==> src/rtl/mrr_pkg.sv <==
// Package: addresses, reset values and carrier types of the metering result bank
package mrr_pkg;

  // ----------------------------------------------------------------
  // Widths
  // ----------------------------------------------------------------
  localparam int unsigned ADDR_W = 12;
  localparam int unsigned VALUE_W = 24;

  // ----------------------------------------------------------------
  // Extended SFR byte addresses
  // ----------------------------------------------------------------
  localparam logic [11:0] CURRENT1_RMS_LOW_ADDR = 12'h18c;
  localparam logic [11:0] CURRENT1_RMS_MID_ADDR = 12'h18d;
  localparam logic [11:0] CURRENT1_RMS_HIGH_ADDR = 12'h18e;
  localparam logic [11:0] CURRENT2_RMS_LOW_ADDR = 12'h18f;
  localparam logic [11:0] CURRENT2_RMS_MID_ADDR = 12'h190;
  localparam logic [11:0] CURRENT2_RMS_HIGH_ADDR = 12'h191;
  localparam logic [11:0] ACTIVE_ENERGY_LOW_ADDR = 12'h192;
  localparam logic [11:0] ACTIVE_ENERGY_MID_ADDR = 12'h193;
  localparam logic [11:0] ACTIVE_ENERGY_HIGH_ADDR = 12'h194;
  localparam logic [11:0] READ_CLEAR_LOW_ADDR = 12'h196;
  localparam logic [11:0] READ_CLEAR_MID_ADDR = 12'h197;
  localparam logic [11:0] READ_CLEAR_HIGH_ADDR = 12'h198;

  // ----------------------------------------------------------------
  // Reset values
  // ----------------------------------------------------------------
  localparam logic [23:0] VALUE_RESET = 24'h000000;
  localparam logic [7:0] BYTE_RESET = 8'h00;
  localparam logic [7:0] UNMAPPED_DATA = 8'h00;

  // ----------------------------------------------------------------
  // Types
  // ----------------------------------------------------------------
  typedef enum logic [4:0] {
    MRR_VIEW_NONE = 5'h01,
    MRR_VIEW_CUR1 = 5'h02,
    MRR_VIEW_CUR2 = 5'h04,
    MRR_VIEW_ACT = 5'h08,
    MRR_VIEW_ACT_CLR = 5'h10
  } mrr_view_type;

  typedef struct packed {
    logic rd;
    logic wr;
    logic [11:0] addr;
    logic [7:0] wdata;
  } mrr_esfr_req_type;

  typedef struct packed {
    logic cur1_valid;
    logic [23:0] cur1;
    logic cur2_valid;
    logic [23:0] cur2;
    logic pwr_valid;
    logic [23:0] pwr_inc;
  } mrr_meas_type;

endpackage

==> src/rtl/mrr_accum.sv <==
// Module: 24-bit active power accumulator with clear
`timescale 1ns/1ps

module mrr_accum (
  // Clock and reset
  input wire logic clk,
  input wire logic srst,
  // Accumulation input
  input wire logic add_valid,
  input wire logic [23:0] add_value,
  // Clear request from the read-clear view
  input wire logic clear,
  // Accumulated value
  output logic [23:0] value,
  output logic wrap
);

  logic [23:0] value_reg;
  logic [23:0] value_next;
  logic wrap_reg;
  logic wrap_next;
  logic [24:0] sum;

  // ----------------------------------------------------------------
  // Next value
  // ----------------------------------------------------------------
  always_comb
  begin
    sum = 25'h0;
    value_next = value_reg;
    wrap_next = 1'b0;
    if (clear)
    begin
      // Increment arriving with the clear is kept
      if (add_valid)
      begin
        value_next = add_value;
      end
      else
      begin
        value_next = mrr_pkg::VALUE_RESET;
      end
    end
    else if (add_valid)
    begin
      sum = {1'b0, value_reg} + {1'b0, add_value};
      value_next = sum[23:0];
      wrap_next = sum[24];
    end
  end

  // ----------------------------------------------------------------
  // State
  // ----------------------------------------------------------------
  always_ff @(posedge clk)
  begin
    if (srst)
    begin
      value_reg <= mrr_pkg::VALUE_RESET;
    end
    else
    begin
      value_reg <= value_next;
    end
  end

  always_ff @(posedge clk)
  begin
    if (srst)
    begin
      wrap_reg <= 1'b0;
    end
    else
    begin
      wrap_reg <= wrap_next;
    end
  end

  assign value = value_reg;
  assign wrap = wrap_reg;

endmodule // mrr_accum

==> src/rtl/mrr_readout.sv <==
// Module: read-only metering result bank on the extended SFR port
//
// Function
// Keep latest 24-bit RMS per current channel
// Current RMS bytes at 18C/18F, low first
// Reset clears both current RMS values
// Reached only through extended SFR port
// Active energy bytes from 192, low first
// Reading active energy view never clears it
// Reset clears the active energy accumulator
// View at 196 clears accumulator after read
// Writes to result bytes are ignored
`timescale 1ns/1ps

module mrr_readout (
  // Clock and reset
  input wire logic clk,
  input wire logic srst,
  // Extended SFR port
  input wire mrr_pkg::mrr_esfr_req_type esfr_req,
  output logic [7:0] esfr_rdata,
  output logic esfr_rvalid,
  // Measurement results from the calculation unit
  input wire mrr_pkg::mrr_meas_type meas,
  // Result values for the rest of the metering unit
  output logic [23:0] current1_rms_value,
  output logic [23:0] current2_rms_value,
  output logic [23:0] active_energy_value,
  output logic active_energy_wrap
);

  // ----------------------------------------------------------------
  // Functions
  // ----------------------------------------------------------------
  // True when an address lies in the three bytes of a view
  function automatic logic in_view(input logic [11:0] addr, input logic [11:0] base);
    logic hit;
    hit = 1'b0;
    if (addr >= base && addr <= base + 12'h002)
    begin
      hit = 1'b1;
    end
    return hit;
  endfunction

  // Which three-byte view an address falls in
  function automatic mrr_pkg::mrr_view_type view_of(input logic [11:0] addr);
    mrr_pkg::mrr_view_type v;
    v = mrr_pkg::MRR_VIEW_NONE;
    if (in_view(addr, mrr_pkg::CURRENT1_RMS_LOW_ADDR))
    begin
      v = mrr_pkg::MRR_VIEW_CUR1;
    end
    else if (in_view(addr, mrr_pkg::CURRENT2_RMS_LOW_ADDR))
    begin
      v = mrr_pkg::MRR_VIEW_CUR2;
    end
    else if (in_view(addr, mrr_pkg::ACTIVE_ENERGY_LOW_ADDR))
    begin
      v = mrr_pkg::MRR_VIEW_ACT;
    end
    else if (in_view(addr, mrr_pkg::READ_CLEAR_LOW_ADDR))
    begin
      v = mrr_pkg::MRR_VIEW_ACT_CLR;
    end
    return v;
  endfunction

  // Byte of a 24-bit value at an offset from the view base, low first
  function automatic logic [7:0] byte_of(input logic [23:0] value, input logic [11:0] offset);
    logic [7:0] b;
    b = mrr_pkg::BYTE_RESET;
    case (offset)
      12'h000: b = value[7:0];
      12'h001: b = value[15:8];
      12'h002: b = value[23:16];
      default: b = mrr_pkg::BYTE_RESET;
    endcase
    return b;
  endfunction

  // ----------------------------------------------------------------
  // Declarations
  // ----------------------------------------------------------------
  logic [23:0] current1_rms_reg;
  logic [23:0] current2_rms_reg;
  logic [23:0] clear_snap_reg;
  logic [23:0] clear_snap_next;
  logic [7:0] rdata_reg;
  logic [7:0] rdata_next;
  logic rvalid_reg;
  logic read_take;
  logic accum_clear;
  logic [23:0] accum_value;
  logic accum_wrap;
  mrr_pkg::mrr_view_type req_view;
  logic [11:0] req_offset;

  // ----------------------------------------------------------------
  // Address decode
  // ----------------------------------------------------------------
  // A write in the same cycle wins, so such a read is not taken
  assign read_take = esfr_req.rd && !esfr_req.wr;

  always_comb
  begin
    req_view = view_of(esfr_req.addr);
    case (req_view)
      mrr_pkg::MRR_VIEW_CUR1: req_offset = esfr_req.addr - mrr_pkg::CURRENT1_RMS_LOW_ADDR;
      mrr_pkg::MRR_VIEW_CUR2: req_offset = esfr_req.addr - mrr_pkg::CURRENT2_RMS_LOW_ADDR;
      mrr_pkg::MRR_VIEW_ACT: req_offset = esfr_req.addr - mrr_pkg::ACTIVE_ENERGY_LOW_ADDR;
      mrr_pkg::MRR_VIEW_ACT_CLR: req_offset = esfr_req.addr - mrr_pkg::READ_CLEAR_LOW_ADDR;
      default: req_offset = 12'h000;
    endcase
  end

  // ----------------------------------------------------------------
  // Current channel RMS holding registers
  // ----------------------------------------------------------------
  // Only the calculation unit updates them; host writes never reach here
  always_ff @(posedge clk)
  begin
    if (srst)
    begin
      current1_rms_reg <= mrr_pkg::VALUE_RESET;
    end
    else if (meas.cur1_valid)
    begin
      current1_rms_reg <= meas.cur1;
    end
  end

  always_ff @(posedge clk)
  begin
    if (srst)
    begin
      current2_rms_reg <= mrr_pkg::VALUE_RESET;
    end
    else if (meas.cur2_valid)
    begin
      current2_rms_reg <= meas.cur2;
    end
  end

  // ----------------------------------------------------------------
  // Active power accumulator
  // ----------------------------------------------------------------
  // Only a low-byte read of the read-clear view clears; writes and reads
  // of the plain view leave it alone
  assign accum_clear = read_take
    && req_view == mrr_pkg::MRR_VIEW_ACT_CLR && req_offset == 12'h000;

  mrr_accum u_accum (
    .clk(clk),
    .srst(srst),
    .add_valid(meas.pwr_valid),
    .add_value(meas.pwr_inc),
    .clear(accum_clear),
    .value(accum_value),
    .wrap(accum_wrap)
  );

  // ----------------------------------------------------------------
  // Read-clear snapshot
  // ----------------------------------------------------------------
  // Holds the value taken at the clearing low-byte read, so that the
  // mid and high bytes belong to the same reading
  always_comb
  begin
    clear_snap_next = clear_snap_reg;
    if (accum_clear)
    begin
      clear_snap_next = accum_value;
    end
  end

  always_ff @(posedge clk)
  begin
    if (srst)
    begin
      clear_snap_reg <= mrr_pkg::VALUE_RESET;
    end
    else
    begin
      clear_snap_reg <= clear_snap_next;
    end
  end

  // ----------------------------------------------------------------
  // Read data
  // ----------------------------------------------------------------
  always_comb
  begin
    rdata_next = mrr_pkg::UNMAPPED_DATA;
    case (req_view)
      mrr_pkg::MRR_VIEW_CUR1: rdata_next = byte_of(current1_rms_reg, req_offset);
      mrr_pkg::MRR_VIEW_CUR2: rdata_next = byte_of(current2_rms_reg, req_offset);
      mrr_pkg::MRR_VIEW_ACT: rdata_next = byte_of(accum_value, req_offset);
      mrr_pkg::MRR_VIEW_ACT_CLR:
      begin
        if (req_offset == 12'h000)
        begin
          rdata_next = byte_of(accum_value, req_offset);
        end
        else
        begin
          rdata_next = byte_of(clear_snap_reg, req_offset);
        end
      end
      mrr_pkg::MRR_VIEW_NONE: rdata_next = mrr_pkg::UNMAPPED_DATA;
      default: rdata_next = mrr_pkg::UNMAPPED_DATA;
    endcase
  end

  always_ff @(posedge clk)
  begin
    if (srst)
    begin
      rdata_reg <= mrr_pkg::BYTE_RESET;
    end
    else if (read_take)
    begin
      rdata_reg <= rdata_next;
    end
  end

  // Write strobes are accepted and dropped
  always_ff @(posedge clk)
  begin
    if (srst)
    begin
      rvalid_reg <= 1'b0;
    end
    else
    begin
      rvalid_reg <= read_take;
    end
  end

  // ----------------------------------------------------------------
  // Outputs
  // ----------------------------------------------------------------
  assign esfr_rdata = rdata_reg;
  assign esfr_rvalid = rvalid_reg;
  assign current1_rms_value = current1_rms_reg;
  assign current2_rms_value = current2_rms_reg;
  assign active_energy_value = accum_value;
  assign active_energy_wrap = accum_wrap;

endmodule // mrr_readout

==> config.mk <==
export PLATFORM = sky130hd
export DESIGN_NAME = mrr_readout
export DESIGN_NICKNAME = d
export VERILOG_FILES = /design/src/rtl/mrr_pkg.sv /design/src/rtl/mrr_accum.sv /design/src/rtl/mrr_readout.sv
export SDC_FILE = /design/constraint.sdc
export NUM_CORES = 1
export LEC_CHECK = 0
export ABC_AREA = 1
export BUFFER_PORTS_ARGS = -buffer_cell sky130_fd_sc_hd__buf_4
export CORE_ASPECT_RATIO = 1.4
export CORE_MARGIN = 8
export CORE_UTILIZATION = 51
export CTS_CLUSTER_DIAMETER = 50
export CTS_CLUSTER_SIZE = 14
export DETAILED_ROUTE_END_ITERATION = 7
export GPL_TIMING_DRIVEN = 0
export PLACE_DENSITY = 0.78
export SYNTH_ARGS = -nofsm -noshare
export SYNTH_HDL_FRONTEND = slang
export SYNTH_SLANG_ARGS = --single-unit
==> constraint.sdc <==
create_clock -name clk -period 5.2 [get_ports clk]
set_input_delay 0 -clock clk [delete_from_list [all_inputs] [get_ports clk]]
set_output_delay 0 -clock clk [all_outputs]
set_load 0.05 [all_outputs]
* After elaboration in Yosys (flattened, before gate mapping)
Cells that the tools add are included.
Cells by class: bitwise logic cells 1, equal/unequal tests 6, reduce and logical (&&, ||, !) cells 11, multiplexer cells 24, add/subtract/negate cells 5, $lt $le $gt $ge 8
Operators with widths (number):
- $mux 24 | 3
- $pmux 8 s3 | 3
- $ge 12x9->1 const B | 4
- $le 12x9->1 const B | 4
- $pmux 12 s4 | 1
- $sub 12x9->12 const B | 4
- $pmux 8 s4 | 1
- $add 24x24->25 | 1
- $mux 5 | 4
- $pmux 8 s2 | 1
- $eq 12x1->1 const B | 1
- $eq 12x2->1 const B | 1
- $logic_not 12->1 | 1
- $mux 1 | 10
- $mux 8 | 1
- $logic_and 1x1->1 | 7
- $eq 5x2->1 const B | 1
- $eq 5x3->1 const B | 1
- $eq 5x4->1 const B | 1
- $eq 5x5->1 const B | 1
- $reduce_or 3->1 | 1
- $reduce_bool 2->1 | 1
- $logic_not 1->1 | 1
- $not 1->1 | 1
Storage, ports and cells: output and inout port bits 82, register bits 106, word-level logic and storage cells 62, bits of input ports 99

* Longest topological paths before layout
depth in word-level cells 19, gate-level depth with buffers 22, mapped depth without buffers 21

* Modules after synthesis
A second synthesis with hierarchy kept.
Unflattened totals: cell total of the unflattened synthesis 1205, area total of the unflattened synthesis 7387.1 sq um
Modules (own cells, without submodules):
- mrr_readout | area an instance 4573.1 sq um, cells each 687, times used 1
- mrr_accum | area an instance 2813.9 sq um, cells each 518, times used 1

* Worst setup path before layout
No wires, ideal clock.
kind reg2reg, start point register u_accum.value_reg[0], in the netlist u_accum.value[0], end point register u_accum.value_reg[16], in the netlist u_accum.value[16], arrival 2699 ps, slack 2431 ps, data required time 5130 ps, cell stages (with the launch flop) 17, path buffers 0, setup time 70 ps, path through dfxtp_1 ha_1 inv_1 fa_1 o31ai_1 nand2_1 nand2_1 nand2_1 nand2_1 nand2_1 o211ai_1 nand2_1 nand2_1 nor2_1 o21ai_0 o211ai_1 a21oi_1
Between the ends: cells in the longest elaborated chain, start to end 3
Ends and longest elaborated chain:
- from (decl) | RTL line mrr_accum.sv:18 | logic [23:0] value_reg;
- from (signal assigned) | RTL line mrr_accum.sv:59 | value_reg <= mrr_pkg::VALUE_RESET;
- from (signal assigned) | RTL line mrr_accum.sv:63 | value_reg <= value_next;
- $add 24x24->25 | RTL line mrr_accum.sv:46 | sum = {1'b0, value_reg} + {1'b0, add_value};
- $mux 24 | RTL line mrr_accum.sv:44 | else if (add_valid)
- $mux 24 | RTL line mrr_accum.sv:32 | if (clear)
No other way between the ends. The select of a mux whose other input is x is not followed. A chain may end at the register's enable or synchronous reset.

* Final worst setup path
Ends and elaborated chain as after synthesis.

==> metrics.md <==
| Metric | Value |
|---|---|
| RSZ-0062 raised after global routing | `false` |
| DP HPWL | `18.7 mm` |
| Layout cells sized above 1 | `0.196` |
| Nets | `1417` |
| Peak per-stage delay on the critical path | `0.44 ns` |
| Die Y | `151 um` |
| Antenna violations before repair | `0` |
| Total Routing Usage GR | `0.291` |
| Crit-path max FO | `4` |
| CP max-delay cell | `o31ai_1` |
| H-tree Lvls | `3` |
| Commonest cells post-synth | `nand2_1, nor2_1, nand3_1` |
| CTS tree | `yes` |
| CP Class | `register to register` |
| Syn_nets | `1163` |
| Via density | `5.67` |
| Worst setup path startpoint | `u_accum.value[0]` |
| Latest clock arrival within the worst-skew pair | `0.35 ns` |
| Data arrival time of the critical path | `3.22 ns` |
| Core ar. | `12800 um2` |
| Final wirelength | `25.4 mm` |
| Drt first pass iters | `5` |
| Global-route wire length before repair | `39.8 mm` |
| Post-Place Setup Slack | `2.37 ns` |
| Worst setup SP type | `register` |
| Setup bufs post-CTS | `0` |
| Status | `complete, no violations` |
| Seq/Total Area, Yosys | `0.293` |
| Die X | `113 um` |
| Worst-margin pin slew | `0.703 ns` |
| Area occupied by multi-input gates | `4230 um2` |
| Yosys cell types | `42` |
| Cell chain of the critical path | `ha_1 -> inv_1 -> fa_1 -> o31ai_1 -> nand2_1 -> nand2_1 -> nand2_1 -> nand2_1 -> nand2_1 -> o211ai_1 -> nand2_1 -> nand2_1 -> nor2_1 -> o21ai_0 -> o211ai_1 -> a21oi_1` |
| Worst R2R Setup Slack | `2.27 ns` |
| Synth Area in Simple Gates | `0.355` |
| Main synth FF type | `dfxtp_1` |
| Vias in the first global route | `7930` |
| #FFs+latches synth | `98` |
| Critical path data required time | `5.48 ns` |
| Worst slew margin | `0.527` |
| Fillers | `1072` |
| Post-synth EDFFs | `0` |
| Post-synth top area share | `0.293` |
| Critical R2R Launch | `u_accum.value[0]` |
| Count leader, synth | `nand2_1` |
| R2R cell count | `16` |
| Pwr per Cell Area | `272 nW/um2` |
| Total vias in the final route | `8164` |
| Placed cells | `1348` |
| Post-Syn Area per Cell | `6.52 um2` |
| CTS buffer count | `9` |
| Max Cap Violations | `0` |
| Final worst setup slack | `2.27 ns` |
| Number of core rows | `49` |
| Endpoints failing hold | `0` |
| Worst-case clock buffer depth | `2` |
| Sink Count | `98` |
| Global route overflow | `0` |
| Xor/xnor share of the synthesized area | `0.0341` |
| Crit path to | `u_accum.value[16]` |
| Mux contribution to synthesized area | `0` |
| Synth warn | `0` |
| # IOs | `181` |
| Layout area overhead | `37.7%` |
| Initial DRC count | `706` |
| Pleak | `4.40 nW` |
| Setup TNS Final | `0 ns` |
| CP Capture Type | `register` |
| Cell taking the most area after synthesis | `dfxtp_1` |
| Drt wl/cell | `17.6 um` |
| Final Hold Slack | `0.00951 ns` |
| Post-route ant nets | `0` |
| Setup violators final | `0` |
| Period utilisation layout | `0.564` |
| Worst-path clk slew | `0.07 ns` |
| Worst hold path class | `primary input to register` |
| Hold_sp | `meas[24]` |
| Synthesized area | `6690 um2` |
| Final Slew Violations | `0` |
| Final non-filler cell total | `1440` |
| Adder-Cell Fraction of Synth Area | `0.0722` |
| DRC viols | `0` |
| # port buffers | `169` |
| Largest cells by area after synthesis | `dfxtp_1, nand3_1, nand2_1` |
| Crit path top cell by count | `nand2_1` |
| Synth Area in Compound Gates | `0.172` |
| Die area | `17100 um2` |
| Max VDD drop | `0.000205 V` |
| Ys async rst share | `0` |
| Largest net degree at the start of global routing | `20` |
| Initial core utilization | `0.522` |
| Seq. cell area | `1960 um2` |
| Reg-to-Reg End | `u_accum.value[16]` |
| Min cycle time layout | `2.93 ns` |
| Root Buffer | `clkbuf_16` |
| Largest family of logic cells by synthesized area | `simple AND/OR/NAND/NOR gates` |
| GP Congestion | `0.970` |
| Synthesized instance count | `1026` |
| Fmax | `0.341 GHz` |
| Layout Skew | `0.00827 ns` |
[logic make-up after synthesis]
| kind of cell | Yosys count |
|---|---|
| XOR/XNOR | 26 |
| AND/OR/NAND/NOR | 545 |
| flip-flops | 98 |
| buffers and inverters | 104 |
| AO/OA/AOI/OAI | 215 |
| adder cells (fa/ha/maj) | 38 |
[power breakdown]
part	switching (mW)	internal (mW)
Combinational	0.575	0.340
Sequential	0.0749	0.805
Clock	0.328	0.386
Total	0.978	1.53
[final cells by class]
class                           count  share of cell area
Antenna cell                        2            0.000543
Clock buffer                        9              0.0244
Tap cell                          153              0.0208
Clock inverter                      7              0.0101
Multi-Input combinational cell    824               0.460
Timing Repair Buffer              243               0.218
Inverter                           55              0.0228
Buffer                             49              0.0307
Sequential cell                    98               0.213
[metal layers]
| metal | track usage | wire, um |
|---|---|---|
| met3 | 0.0500 | 1600 |
| met1 | 0.305 | 9580 |
| met4 | 0.174 | 1290 |
| met2 | 0.536 | 12900 |
| met5 | 0 | 0 |
[worst min-delay path by stage]
stage                                   to  cells past startpoint  slack [ns]
floorplan            current1_rms_value[1]                      2        0.13
global placement    current2_rms_value[22]                      3        0.22
detailed placement  current2_rms_value[22]                      3        0.23
CTS                      u_accum.value[22]                      3       0.001
global route              u_accum.value[1]                      4        0.02
finish                    u_accum.value[2]                      4        0.01
[repair_timing]
item	CTS	global route
resized for setup	0	0
hold buffers	74	0
endpoints found under the hold margin	66	0
[stage by stage]
step,util,instance area (um2),power [mW]
floorplan,-,6690,1.46
global placement,0.636,8150,1.74
detailed placement,0.636,8150,1.75
CTS,0.718,9210,2.50
global route,0.718,9210,2.62
finish,0.719,9210,2.51
[layout by cell type, fill, tap and decap left out, drive strengths merged]
cell type | Yosys | layout
a21boi | 1 | 1
clkbuf | 20 | 29
dfxtp | 98 | 98
dlygate4sd3 | 0 | 74
a31oi | 2 | 2
nor3 | 4 | 4
o21ai | 111 | 111
a221oi | 1 | 1
diode | 0 | 2
ha | 37 | 37
xnor2 | 12 | 12
nor2 | 173 | 173
nand2 | 198 | 198
o211ai | 10 | 10
a21o | 1 | 1
nand3 | 156 | 156
buf | 29 | 198
o21bai | 5 | 5
clkinv | 2 | 5
o31ai | 1 | 1
nor4 | 5 | 5
nand4 | 6 | 6
fa | 1 | 1
or2 | 2 | 2
o21a | 1 | 1
and2 | 1 | 1
xor2 | 14 | 14
bufinv | 0 | 1
a21oi | 81 | 81
inv | 53 | 56
o221ai | 1 | 1
[critical path, delay by kind of cell (launching register included)]
family / cells / cell delay [ns]
flip-flops: 1 / 0.40
AO/OA/AOI/OAI: 5 / 1.06
buffers and inverters: 1 / 0.07
AND/OR/NAND/NOR: 8 / 0.69
adder cells (fa/ha/maj): 2 / 0.64
No activity file was read; power rests on OpenSTA's default activity.
